## config.mk

```make
export PLATFORM = sky130hd
export DESIGN_NAME = lbr_core
export DESIGN_NICKNAME = d
export VERILOG_FILES = /design/src/verilog/lbr_pkg.sv /design/src/verilog/lbr_core.sv
export SDC_FILE = /design/constraint.sdc
export NUM_CORES = 1
export LEC_CHECK = 0
export ABC_AREA = 1
export BUFFER_PORTS_ARGS = -buffer_cell sky130_fd_sc_hd__buf_2
export CORE_ASPECT_RATIO = 0.5
export CORE_MARGIN = 4
export CORE_UTILIZATION = 64
export DETAILED_ROUTE_END_ITERATION = 10
export GPL_TIMING_DRIVEN = 0
export HOLD_SLACK_MARGIN = 0.1
export PLACE_DENSITY_LB_ADDON = 0.2
export SLEW_MARGIN = 30
export SYNTH_ARGS = -nofsm -noshare
export SYNTH_HDL_FRONTEND = slang
export SYNTH_SLANG_ARGS = --single-unit
```

## constraint.sdc

```tcl
create_clock -name aclk -period 3.9 [get_ports aclk]
set_input_delay 0 -clock aclk [delete_from_list [all_inputs] [get_ports aclk]]
set_output_delay 0 -clock aclk [all_outputs]
set_load 0.02 [all_outputs]
```

## src/verilog/lbr_pkg.sv

```systemverilog
// Purpose: constants and state types of the break/parity/consistency receiver
// Assumes: 32-bit AXI4-Lite register access, one clock
// Notes:   register offsets are byte addresses
package lbr_pkg;
  localparam logic [7:0]  OFS_CTRL      = 8'h00;
  localparam logic [7:0]  OFS_DIV       = 8'h04;
  localparam logic [7:0]  OFS_STAT      = 8'h08;
  localparam logic [7:0]  OFS_TRIG      = 8'h0C;
  localparam logic [7:0]  OFS_TXD       = 8'h10;
  localparam logic [7:0]  OFS_RXD       = 8'h14;
  localparam int          CB_EN         = 0;
  localparam int          CB_TXE        = 1;
  localparam int          CB_RXE        = 2;
  localparam int          CB_DCS        = 3;
  localparam int          CB_MD0        = 4;
  localparam int          CB_MD1        = 5;
  localparam int          CB_PS0        = 6;
  localparam int          CB_PS1        = 7;
  localparam int          CB_CL         = 8;
  localparam int          CB_DIR        = 9;
  localparam int          CB_SL         = 10;
  localparam int          CB_RDL        = 11;
  localparam int          TB_BRT        = 0;
  localparam int          TB_BTT        = 1;
  localparam logic [11:0] CTRL_RST      = 12'h300;
  localparam logic [15:0] DIV_RST       = 16'h0010;
  localparam logic [15:0] DIV_MIN       = 16'h0004;
  localparam logic [1:0]  PAR_NONE      = 2'h0;
  localparam logic [1:0]  PAR_ZERO      = 2'h1;
  localparam logic [1:0]  PAR_ODD       = 2'h2;
  localparam logic [1:0]  PAR_EVEN      = 2'h3;
  localparam logic [4:0]  BRK_MIN_BITS  = 5'h0B;
  localparam logic [4:0]  BRK_TX_BITS   = 5'h0D;
  localparam logic [4:0]  LCNT_MAX      = 5'h1F;
  localparam logic [2:0]  CL8_LAST      = 3'h7;
  localparam logic [2:0]  CL7_LAST      = 3'h6;
  localparam logic [1:0]  RESP_OKAY     = 2'h0;
  localparam logic [1:0]  RESP_SLVERR   = 2'h2;

  typedef enum logic [2:0] {R_IDLE, R_START, R_DATA, R_PAR, R_STOP, R_BRK} lbr_rx_e;
  typedef enum logic [2:0] {T_IDLE, T_START, T_DATA, T_PAR, T_STOP1, T_STOP2, T_BRK} lbr_tx_e;
endpackage : lbr_pkg

```

## src/verilog/lbr_core.sv

```systemverilog
// Purpose: break measurement, parity and tx/rx consistency checking unit
// Assumes: rx_pin synchronous to aclk, bit time set by divisor register
// Notes:   status_irq and rx_done_irq are one-cycle pulses
// Function
// - falling edge on rx starts low-period count until the rising edge
// - low period of eleven bits or more ends break normally
// - normal break in modes 10B and 11B sets break success flag with the status pulse, in other modes gives rx done pulse
// - successful break suppresses error checks and receive data store
// - low period under eleven bits fails break, sets errors, status pulse
// - consistency mismatch sets flag and status pulse, no rx done pulse
// - modes 10B and 11B recognise a break during communication
// - wait trigger sets wait flag, normal break clears it
// - even parity transmit bit is one for odd data ones count
// - even parity receive errors on odd total ones
// - odd parity transmit bit is zero for odd data ones count
// - odd parity receive errors on even total ones
// - zero parity sends zero bit and never checks it
// - no parity adds no bit and never reports error
// - consistency compare runs in every transmission, even with rx off
// - with rx on, early receive end during transmit is checked
// - consistency error drops pending tx data, break trigger, stops
// - receive data stored whether or not a consistency error occurred
// - compare start bit through first stop bit, never second stop
// - rx stop position during tx start, data, parity or break bits sets consistency error
`timescale 1ns/1ps
module lbr_core #(
  parameter int ADDR_W = 8
) (
  input  wire logic              aclk,
  input  wire logic              aresetn,
  input  wire logic [ADDR_W-1:0] awaddr,
  input  wire logic              awvalid,
  output logic                   awready,
  input  wire logic [31:0]       wdata,
  input  wire logic [3:0]        wstrb,
  input  wire logic              wvalid,
  output logic                   wready,
  output logic [1:0]             bresp,
  output logic                   bvalid,
  input  wire logic              bready,
  input  wire logic [ADDR_W-1:0] araddr,
  input  wire logic              arvalid,
  output logic                   arready,
  output logic [31:0]            rdata,
  output logic [1:0]             rresp,
  output logic                   rvalid,
  input  wire logic              rready,
  input  wire logic              rx_pin,
  output logic                   tx_pin,
  output logic                   status_irq,
  output logic                   rx_done_irq
);
  import lbr_pkg::*;

  if (ADDR_W < 5 || ADDR_W > 8) begin : g_chk
    $error("ADDR_W must be 5 to 8");
  end

  typedef struct packed {
    logic [11:0]       ctrl;
    logic [15:0]       div;
    logic              bsf;
    logic              ove;
    logic              pe;
    logic              fe;
    logic              dce;
    logic              brf;
    logic              rfull;
    logic [7:0]        rxd;
    logic              awg;
    logic              wg;
    logic [ADDR_W-1:0] awa;
    logic [31:0]       wd;
    logic [3:0]        ws;
    logic              bv;
    logic [1:0]        br;
    logic              rv;
    logic [31:0]       rd;
    logic [1:0]        rr;
    lbr_tx_e           ts;
    logic [15:0]       tph;
    logic [7:0]        tsh;
    logic [4:0]        tbi;
    logic              tpar;
    logic              txo;
    logic              tpend;
    logic [7:0]        tbuf;
    logic              bpend;
    lbr_rx_e           rs;
    logic [15:0]       rph;
    logic [7:0]        rsh;
    logic [2:0]        rbi;
    logic              rpar;
    logic [4:0]        lcnt;
    logic              rprev;
    logic              sirq;
    logic              dirq;
  } lbr_st_s;

  lbr_st_s q;
  lbr_st_s n;

  function automatic logic [31:0] smask(input logic [3:0] s);
    return {{8{s[3]}}, {8{s[2]}}, {8{s[1]}}, {8{s[0]}}};
  endfunction : smask

  // data masked to char length, reordered for msb-first
  function automatic logic [7:0] ord(input logic [7:0] d, input logic cl,
                                     input logic lsb);
    logic [7:0] m;
    logic [7:0] r;
    m = cl ? d : {1'b0, d[6:0]};
    for (int i = 0; i < 8; i++) begin
      r[i] = m[7-i];
    end
    if (!cl) begin
      r = {1'b0, r[7:1]};
    end
    return lsb ? m : r;
  endfunction : ord

  ////////////////////////////////////////////////////////////////////////////
  // next state
  always_comb begin
    logic [31:0] m;
    logic [31:0] wv;
    logic [15:0] dv;
    logic [1:0]  ps;
    logic [2:0]  last;
    logic        rxs;
    logic        tend;
    logic        tmid;
    logic        rtick;
    logic        dcv;
    logic        stv;
    logic        perr;
    logic [4:0]  lnext;
    logic [7:0]  tdat;
    m = '0;
    wv = '0;
    n = q;
    n.sirq = 1'b0;
    n.dirq = 1'b0;
    dv = (q.div < DIV_MIN) ? DIV_MIN : q.div;
    ps = {q.ctrl[CB_PS1], q.ctrl[CB_PS0]};
    last = q.ctrl[CB_CL] ? CL8_LAST : CL7_LAST;
    rxs = rx_pin ^ q.ctrl[CB_RDL];
    tend = (q.tph == dv - 16'h0001);
    tmid = (q.tph == (dv >> 1));
    rtick = (q.rph == 16'h0000);
    dcv = 1'b0;
    stv = 1'b0;
    perr = 1'b0;
    lnext = rxs ? 5'h00 : ((q.lcnt == LCNT_MAX) ? q.lcnt : q.lcnt + 5'h01);
    tdat = ord(q.tbuf, q.ctrl[CB_CL], q.ctrl[CB_DIR]);

    // bus write
    if (awvalid && awready) begin
      n.awg = 1'b1;
      n.awa = awaddr;
    end
    if (wvalid && wready) begin
      n.wg = 1'b1;
      n.wd = wdata;
      n.ws = wstrb;
    end
    if (q.bv && bready) begin
      n.bv = 1'b0;
    end
    if (q.awg && q.wg && !q.bv) begin
      n.awg = 1'b0;
      n.wg = 1'b0;
      n.bv = 1'b1;
      n.br = RESP_OKAY;
      m = smask(q.ws);
      wv = q.wd & m;
      case (8'(q.awa))
        OFS_CTRL: n.ctrl = (q.ctrl & ~m[11:0]) | wv[11:0];
        OFS_DIV:  n.div = (q.div & ~m[15:0]) | wv[15:0];
        OFS_STAT: begin
          n.bsf = q.bsf & ~wv[0];
          n.ove = q.ove & ~wv[1];
          n.pe = q.pe & ~wv[2];
          n.fe = q.fe & ~wv[3];
          n.dce = q.dce & ~wv[4];
        end
        OFS_TRIG: begin
          if (wv[TB_BRT]) begin
            n.brf = 1'b1;
          end
          if (wv[TB_BTT] && !q.dce) begin
            n.bpend = 1'b1;
          end
        end
        OFS_TXD: begin
          if (m[0] && !q.dce) begin
            n.tbuf = wv[7:0];
            n.tpend = 1'b1;
          end
        end
        default: n.br = RESP_SLVERR;
      endcase
    end

    // bus read
    if (q.rv && rready) begin
      n.rv = 1'b0;
    end
    if (arvalid && arready) begin
      n.rv = 1'b1;
      n.rr = RESP_OKAY;
      n.rd = 32'h0000_0000;
      case (8'(araddr))
        OFS_CTRL: n.rd = {20'h0_0000, q.ctrl};
        OFS_DIV:  n.rd = {16'h0000, q.div};
        OFS_STAT: n.rd = {24'h00_0000, q.rs != R_IDLE, q.ts != T_IDLE, q.brf,
                          q.dce, q.fe, q.pe, q.ove, q.bsf};
        OFS_TRIG: n.rd = {30'h0000_0000, q.bpend, q.brf};
        OFS_TXD:  n.rd = {24'h00_0000, q.tbuf};
        OFS_RXD: begin
          n.rd = {24'h00_0000, q.rxd};
          n.rfull = 1'b0;
        end
        default: n.rr = RESP_SLVERR;
      endcase
    end

    ////////////////////////////////////////////////////////////////////////
    // transmitter
    if (q.ts != T_IDLE) begin
      n.tph = tend ? 16'h0000 : q.tph + 16'h0001;
    end
    if (q.ctrl[CB_DCS] && tmid && q.ts != T_IDLE && q.ts != T_STOP2
        && rxs != q.txo) begin
      dcv = 1'b1;
    end
    unique case (q.ts)
      T_IDLE: begin
        n.txo = 1'b1;
        n.tph = 16'h0000;
        if (q.ctrl[CB_TXE] && !q.dce) begin
          if (q.bpend) begin
            n.ts = T_BRK;
            n.txo = 1'b0;
            n.tbi = 5'h00;
            n.bpend = 1'b0;
          end else if (q.tpend) begin
            n.ts = T_START;
            n.txo = 1'b0;
            n.tsh = q.ctrl[CB_DIR] ? tdat : ord(tdat, q.ctrl[CB_CL], 1'b1);
            n.tsh = ord(q.tbuf, q.ctrl[CB_CL], 1'b1);
            if (!q.ctrl[CB_DIR]) begin
              n.tsh = tdat;
            end
            n.tpar = (ps == PAR_EVEN) ? ^tdat :
                     (ps == PAR_ODD) ? ~^tdat : 1'b0;
            n.tpend = 1'b0;
          end
        end
      end
      T_START: begin
        if (tend) begin
          n.ts = T_DATA;
          n.txo = q.tsh[0];
          n.tbi = 5'h00;
        end
      end
      T_DATA: begin
        if (tend) begin
          n.tsh = {1'b0, q.tsh[7:1]};
          if (q.tbi == {2'b00, last}) begin
            n.ts = (ps != PAR_NONE) ? T_PAR : T_STOP1;
            n.txo = (ps != PAR_NONE) ? q.tpar : 1'b1;
          end else begin
            n.txo = q.tsh[1];
            n.tbi = q.tbi + 5'h01;
          end
        end
      end
      T_PAR: begin
        if (tend) begin
          n.ts = T_STOP1;
          n.txo = 1'b1;
        end
      end
      T_STOP1: begin
        if (tend) begin
          n.ts = q.ctrl[CB_SL] ? T_STOP2 : T_IDLE;
        end
      end
      T_STOP2: begin
        if (tend) begin
          n.ts = T_IDLE;
        end
      end
      T_BRK: begin
        if (tend) begin
          if (q.tbi == BRK_TX_BITS - 5'h01) begin
            n.ts = T_STOP1;
            n.txo = 1'b1;
          end else begin
            n.tbi = q.tbi + 5'h01;
          end
        end
      end
    endcase

    ////////////////////////////////////////////////////////////////////////
    // receiver
    n.rprev = rxs;
    if (q.rs != R_IDLE) begin
      n.rph = rtick ? dv - 16'h0001 : q.rph - 16'h0001;
    end
    unique case (q.rs)
      R_IDLE: begin
        if (q.rprev && !rxs) begin
          n.rs = R_START;
          n.rph = dv >> 1;
          n.lcnt = 5'h00;
        end
      end
      R_START: begin
        if (rtick) begin
          n.rs = rxs ? R_IDLE : R_DATA;
          n.lcnt = lnext;
          n.rbi = 3'h0;
          n.rpar = 1'b0;
        end
      end
      R_DATA: begin
        if (rtick) begin
          n.rsh = {rxs, q.rsh[7:1]};
          n.rpar = q.rpar ^ rxs;
          n.lcnt = lnext;
          n.rbi = q.rbi + 3'h1;
          if (q.rbi == last) begin
            n.rs = (ps != PAR_NONE) ? R_PAR : R_STOP;
          end
        end
      end
      R_PAR: begin
        if (rtick) begin
          n.rpar = q.rpar ^ rxs;
          n.lcnt = lnext;
          n.rs = R_STOP;
        end
      end
      R_STOP: begin
        if (rtick) begin
          n.lcnt = lnext;
          if (q.ctrl[CB_TXE] && (q.ts == T_START || q.ts == T_DATA
              || q.ts == T_PAR || q.ts == T_BRK)) begin
            dcv = 1'b1;
          end
          n.rs = R_IDLE;
          if (rxs) begin
            perr = (ps == PAR_EVEN && q.rpar)
                   || (ps == PAR_ODD && !q.rpar);
            stv = !q.brf;
            if (stv && !q.dce && !dcv) begin
              n.dirq = 1'b1;
            end
          end else if (q.ctrl[CB_MD1] || q.brf) begin
            n.rs = R_BRK;
          end else begin
            n.fe = 1'b1;
            n.sirq = 1'b1;
            stv = 1'b1;
          end
        end
      end
      R_BRK: begin
        if (rtick) begin
          n.lcnt = lnext;
        end
        if (rxs) begin
          n.rs = R_IDLE;
          if (q.lcnt >= BRK_MIN_BITS) begin
            n.brf = 1'b0;
            if (q.ctrl[CB_MD1]) begin
              n.bsf = 1'b1;
              n.sirq = 1'b1;
            end else begin
              n.dirq = 1'b1;
            end
          end else begin
            n.fe = 1'b1;
            n.sirq = 1'b1;
            stv = !q.brf;
          end
        end
      end
    endcase
    if (stv) begin
      if (q.rfull && !(arvalid && arready && 8'(araddr) == OFS_RXD)) begin
        n.ove = 1'b1;
        n.sirq = 1'b1;
      end else begin
        n.rxd = ord(q.rsh >> (q.ctrl[CB_CL] ? 0 : 1), q.ctrl[CB_CL],
                    q.ctrl[CB_DIR]);
        n.rfull = 1'b1;
      end
    end
    if (perr) begin
      n.pe = 1'b1;
      n.sirq = 1'b1;
    end
    if (!q.ctrl[CB_RXE]) begin
      n.rs = R_IDLE;
    end

    // consistency error aborts transmission
    if (dcv) begin
      n.dce = 1'b1;
      n.sirq = 1'b1;
      n.ts = T_IDLE;
      n.txo = 1'b1;
      n.tpend = 1'b0;
      n.bpend = 1'b0;
    end

    // unit disable holds everything idle
    if (!q.ctrl[CB_EN]) begin
      n.ts = T_IDLE;
      n.rs = R_IDLE;
      n.txo = 1'b1;
      n.tpend = 1'b0;
      n.bpend = 1'b0;
      n.bsf = 1'b0;
      n.ove = 1'b0;
      n.pe = 1'b0;
      n.fe = 1'b0;
      n.dce = 1'b0;
      n.brf = 1'b0;
      n.rfull = 1'b0;
      n.sirq = 1'b0;
      n.dirq = 1'b0;
    end
  end

  ////////////////////////////////////////////////////////////////////////////
  // state register
  always_ff @(posedge aclk) begin
    if (!aresetn) begin
      q <= '0;
      q.ctrl <= CTRL_RST;
      q.div <= DIV_RST;
      q.txo <= 1'b1;
      q.rprev <= 1'b1;
    end else begin
      q <= n;
    end
  end

  ////////////////////////////////////////////////////////////////////////////
  // outputs
  assign awready = !q.awg && !q.bv;
  assign wready = !q.wg && !q.bv;
  assign bvalid = q.bv;
  assign bresp = q.br;
  assign arready = !q.rv;
  assign rvalid = q.rv;
  assign rdata = q.rd;
  assign rresp = q.rr;
  assign tx_pin = q.txo;
  assign status_irq = q.sirq;
  assign rx_done_irq = q.dirq;
endmodule : lbr_core

```

Yosys cells after proc, flatten, opt, wreduce, memory -nomap -nowiden --
Index checks and enable logic that the tools add are counted.
Storage, ports and cells: flip-flop bits (word level) 192, bits of input ports 60, output and inout bits 44, word-level logic and storage cells 351
Operators by class: add/subtract/negate cells 6, $lt $le $gt $ge 2, eq/ne operators 53, shifts and indexed selects 1, multiplexer cells 144, bitwise logic cells 23, reduce and logical (&&, ||, !) cells 84
Operators by type and width (count):
- $mux W16 | 6
- $pmux W16 S6 | 1
- $mux W8 | 9
- $mux W3 | 23
- $mux W1 | 67
- $mux W9 | 6
- $mux W5 | 10
- $ne A2 B2 Y1 const B | 21
- $mux W35 | 1
- $and A16 B16 Y16 | 2
- $eq A8 B4 Y1 const B | 4
- $sub A16 B1 Y16 const B | 2
- $pmux W5 S5 | 1
- $eq A8 B5 Y1 const B | 3
- $logic_and A1 B1 Y1 | 24
- $pmux W3 S7 | 1
- $pmux W5 S4 | 1
- $mux W19 | 1
- $pmux W3 S6 | 1
- $reduce_bool A2 Y1 | 9
- $add A16 B1 Y16 const B | 1
- $eq A16 B15 Y1 | 1
- $eq A16 B16 Y1 | 1
- $eq A8 B3 Y1 const B | 2
- other kinds (56) | 115

Longest topological paths before layout --
word-level depth 21, mapped depth 24, mapped depth without buffers 22

Worst setup path after synthesis --
OpenSTA, ideal clock, no wires.
path type register to register, start register (tool-made name), end register q[61] (netlist bit), setup time 0.115 ns, arrival 2.555 ns, data required time 3.785 ns, path slack 1.230 ns, cell stages (with the launch flop) 21, buffers on the path 3, period minus slack after synthesis 2.670 ns, path through dfxtp_1 -> buf_6 -> nor2_1 -> nand2_2 -> nor2_2 -> nand2_4 -> buf_6 -> nand2_1 -> ha_1 -> nand4_2 -> nor2_1 -> nand2_1 -> nand3_1 -> nand3_1 -> nor2_1 -> nand3_4 -> nand2_4 -> buf_8 -> nand3_1 -> nand2_1 -> nor2_1
RTL lines:
- end signal, assigned | RTL line lbr_core.sv:451 | q <= n;
- end, declared | RTL line lbr_core.sv:100 | lbr_st_s q;

==> results.ini <==
[run_status]
run_status = completed

[grt]
first_pass_grt_wire_length_mm = 51.1
number_of_global_route_vias_before_repair = 10100
globalRoute.totalOverflow = 0
grt_use_total = 0.373
grt_max_degree = 17
initial_antenna_violation_count = 0

[sta]
slew-limit-headroom = 0.339
setup_total_negative_slack_ns = 0
minimum_clock_period_ns = 3.57
post-route-period-util = 0.916
grt_setup_unrepaired = false
finalSetupViolCount = 0
achievable-frequency_mhz = 280
timing.clock.skew_ns = 0.0108
timing_max_transition_violations_final = 0
timing_hold_violations_final = 0
tightest_slew_ns = 0.991

[finish]
final_common_cell = nand2_1
fillers = 1093
n_antenna_cell = 0
finish.net_count = 1625
drive_above_1_share = 0.119
area_growth_pct = 16.9
mostFrequentLayoutCells = nand2_1 (213), nor2_1 (198), dfxtp_1 (174)
regArea_mm2 = 0.00348
multiInputGateArea_mm2 = 0.00516

[run]
max-cap-violations = 0

[synthesis]
cell_area_after_technology_mapping_mm2 = 0.00974
synthArstFlopShare = 0
synth-simple-area-share = 0.274
synth_flop_cell = dfxtp_1
synth_top_family_by_area = simple AND/OR/NAND/NOR gates
synth_edf_count = 0
synth_mux_area_frac = 0
yosys.area_share.adder = 0.0103
synth_seq_area_share = 0.358
postSynthRegisterBits = 174
postSynthAreaPerCell_um2 = 6.86
synthesis.yosys.warnings = 0
synthCells = 1420
synth.distinct_cells = 54
synth_xor_area_frac = 0.0411
synth-compound-area-share = 0.197

[clock_network]
largest_buffer_count_on_any_clock_path = 2
post-cts-setup-buffer-count = 0
numClockSinks = 174
post_cts_resize_count = 0
cell_chosen_for_the_clock_root = clkbuf_16
cts_max_level = 4
cts_tree = done
holdBufCountCts = 35
clkSlewWorstSetupHoldPaths_ns = 0.07
clk-insertion-delay-late_ns = 0.44
number_of_clock_buffers_inserted_by_tritoncts = 17

[worst_setup_path]
reg2reg_setup_slack_ns = 0.33
worst_ep_arrival_time_ns = 3.90
timing.critical_path.slowest_stage_cell = dfxtp_1
timing.critical_path.cells = nor2_4, nand2_2, nor2_2, nand2_4, buf_6, inv_1, nor2_1, inv_1, ha_1, nand3_1, nor2_1, nand2_1, nand2_1, nand2_1, nand2_1, nand3_1, nor2_1, nand3_4, nand2_4, buf_8, nand3_1, nand2_1, nor2_1
critPathMaxFanout = 10
criticalPathCategory = register to register
timing.critical_path.to_type = register
required_worst_endpoint_ns = 4.23
worst_path_largest_cell_delay_ns = 0.42
timing.critical_path.mode_cell = nand2_1
critPathLaunchType = register
worstRegToRegCells = 23
critical_path.reg2reg.endpoint = q[62]$_SDFFE_PN0P_

[route]
route.detailed.vias_per_inst = 6.07
route.vias.total = 10700
post-route-drc-count = 0
firstDrtPassIters = 7
routed_wl_mm = 32.7
wl_per_cell_um = 18.5
drtAntennaViolNets = 0
drtIter0Drc = 1480

[floorplanning]
boundaryPins = 104
fp-row-count = 31
chipHeight_um = 95.2
dieArea_mm2 = 0.0174
die_w_um = 182
floorplan.core_area_mm2 = 0.0147
initial_core_util = 0.664

[hold_path]
hold_path_depth = 5
hold_class = input port to register
hold_start = araddr[3]
hold_path_end = rdata[0]$_SDFFE_PN0P_

[power]
vdd_drop_max_v = 0.000366
design_power_total_mw = 4.22
p_per_area_mw_per_mm2 = 371
leakage_nw = 4.79

[placement]
placed_wire_length_estimate_after_detailed_placement_mm = 23.6
io_buffers = 66
globalplace.congestion = 1.01

[worst max-delay path by stage]
stage / cells after the start / endpoint / slack (ns) / from
2_1_floorplan: 20 / q[61]$_SDFFE_PN0P_ / 1.23 / register
3_3_place_gp: 21 / q[62]$_SDFFE_PN0P_ / 0.60 / register
3_5_place_dp: 19 / q[61]$_SDFFE_PN0P_ / 0.55 / register
4_1_cts: 23 / q[61]$_SDFFE_PN0P_ / 0.46 / register
5_1_grt: 23 / q[62]$_SDFFE_PN0P_ / 0.04 / register
6_report: 23 / q[62]$_SDFFE_PN0P_ / 0.33 / register
[critical path, delay by kind of cell (launching register included)]
kind	cells	cell delay (ns)
adders and majority gates	1	0.22
buffers and inverters	4	0.41
DFF	1	0.42
and+or+nand+nor	18	2.42
[power breakdown]
group | leakage, nW | internal [mW] | switching (mW)
Clock | 0.308 | 1.11 | 0.807
Combinational | 3.07 | 0.151 | 0.275
Sequential | 1.41 | 1.82 | 0.0558
[cell type report]
type	count	share of cell area
Tap cell	198	0.0218
Buffer	85	0.0447
Inverter	174	0.0576
Timing Repair Buffer	101	0.0598
Clock inverter	13	0.0177
Sequential cell	174	0.306
Clock buffer	18	0.0386
Multi-Input combinational cell	1004	0.454
[synthesized netlist by cell type, types with 2 or more instances]
cell type,n,area [um^2]
o31ai_1,4,30.0
nor2_4,5,56.3
or2_2,3,18.8
xor2_1,30,263
xnor3_1,3,67.6
o211ai_1,14,105
nand2_1,213,800
buf_4,37,278
inv_1,167,627
a221oi_1,11,96.3
buf_2,7,35.0
ha_1,8,100
o22ai_1,11,68.8
nand3b_1,6,45.0
nor4_1,7,43.8
clkinv_1,2,7.51
buf_6,4,45.0
dfxtp_1,174,3480
a211oi_1,8,60.1
nor3b_1,6,45.0
nor3_1,30,150
buf_1,4,15.0
o221ai_1,12,105
or2_1,2,12.5
a41oi_1,3,26.3
nand4_2,4,50.1
nor2_1,198,743
nand2_4,3,33.8
a31oi_1,7,43.8
o21ai_1,2,10.0
nand4_1,10,62.6
xnor2_1,8,70.1
o21ai_0,129,646
a21oi_1,125,626
inv_2,4,15.0
o2111ai_1,7,61.3
nor2_2,9,56.3
nand3_1,92,460
clkbuf_1,31,116
nand2_2,6,37.5
[cells by family after synthesis]
logic type,after synthesis
buf+inv,259
fa+ha+maj,8
compound gates,338
simple gates,599
flops,174
xor+xnor,41
other cells,1
[per-stage QoR]
stage | hold slack (ns) | std cells | worst slack, ns | instance area, um^2 | utilization
CTS | 0.105 | 1767 | 0.456 | 11400 | 0.776
global route | 0.153 | 1767 | 0.0387 | 11400 | 0.776
detailed placement | 0.261 | 1701 | 0.553 | 10400 | 0.708
floorplan | 0.163 | 1437 | 1.23 | 9800 | -
global placement | 0.252 | 1701 | 0.598 | 10400 | 0.708
finish | 0.116 | 1767 | 0.326 | 11400 | 0.776
[routing by layer]
metal | routed length [um] | up-vias | part of all wire | global-route usage
li1 | - | 4957 | - | -
met1 | 13100 | 4931 | 0.40 | 0.491
met2 | 14300 | 722 | 0.44 | 0.605
met3 | 4100 | 124 | 0.13 | 0.0796
met4 | 1150 | 0 | 0.035 | 0.151
met5 | 0 | - | 0 | 0
Power figures use the tool's default switching activity.
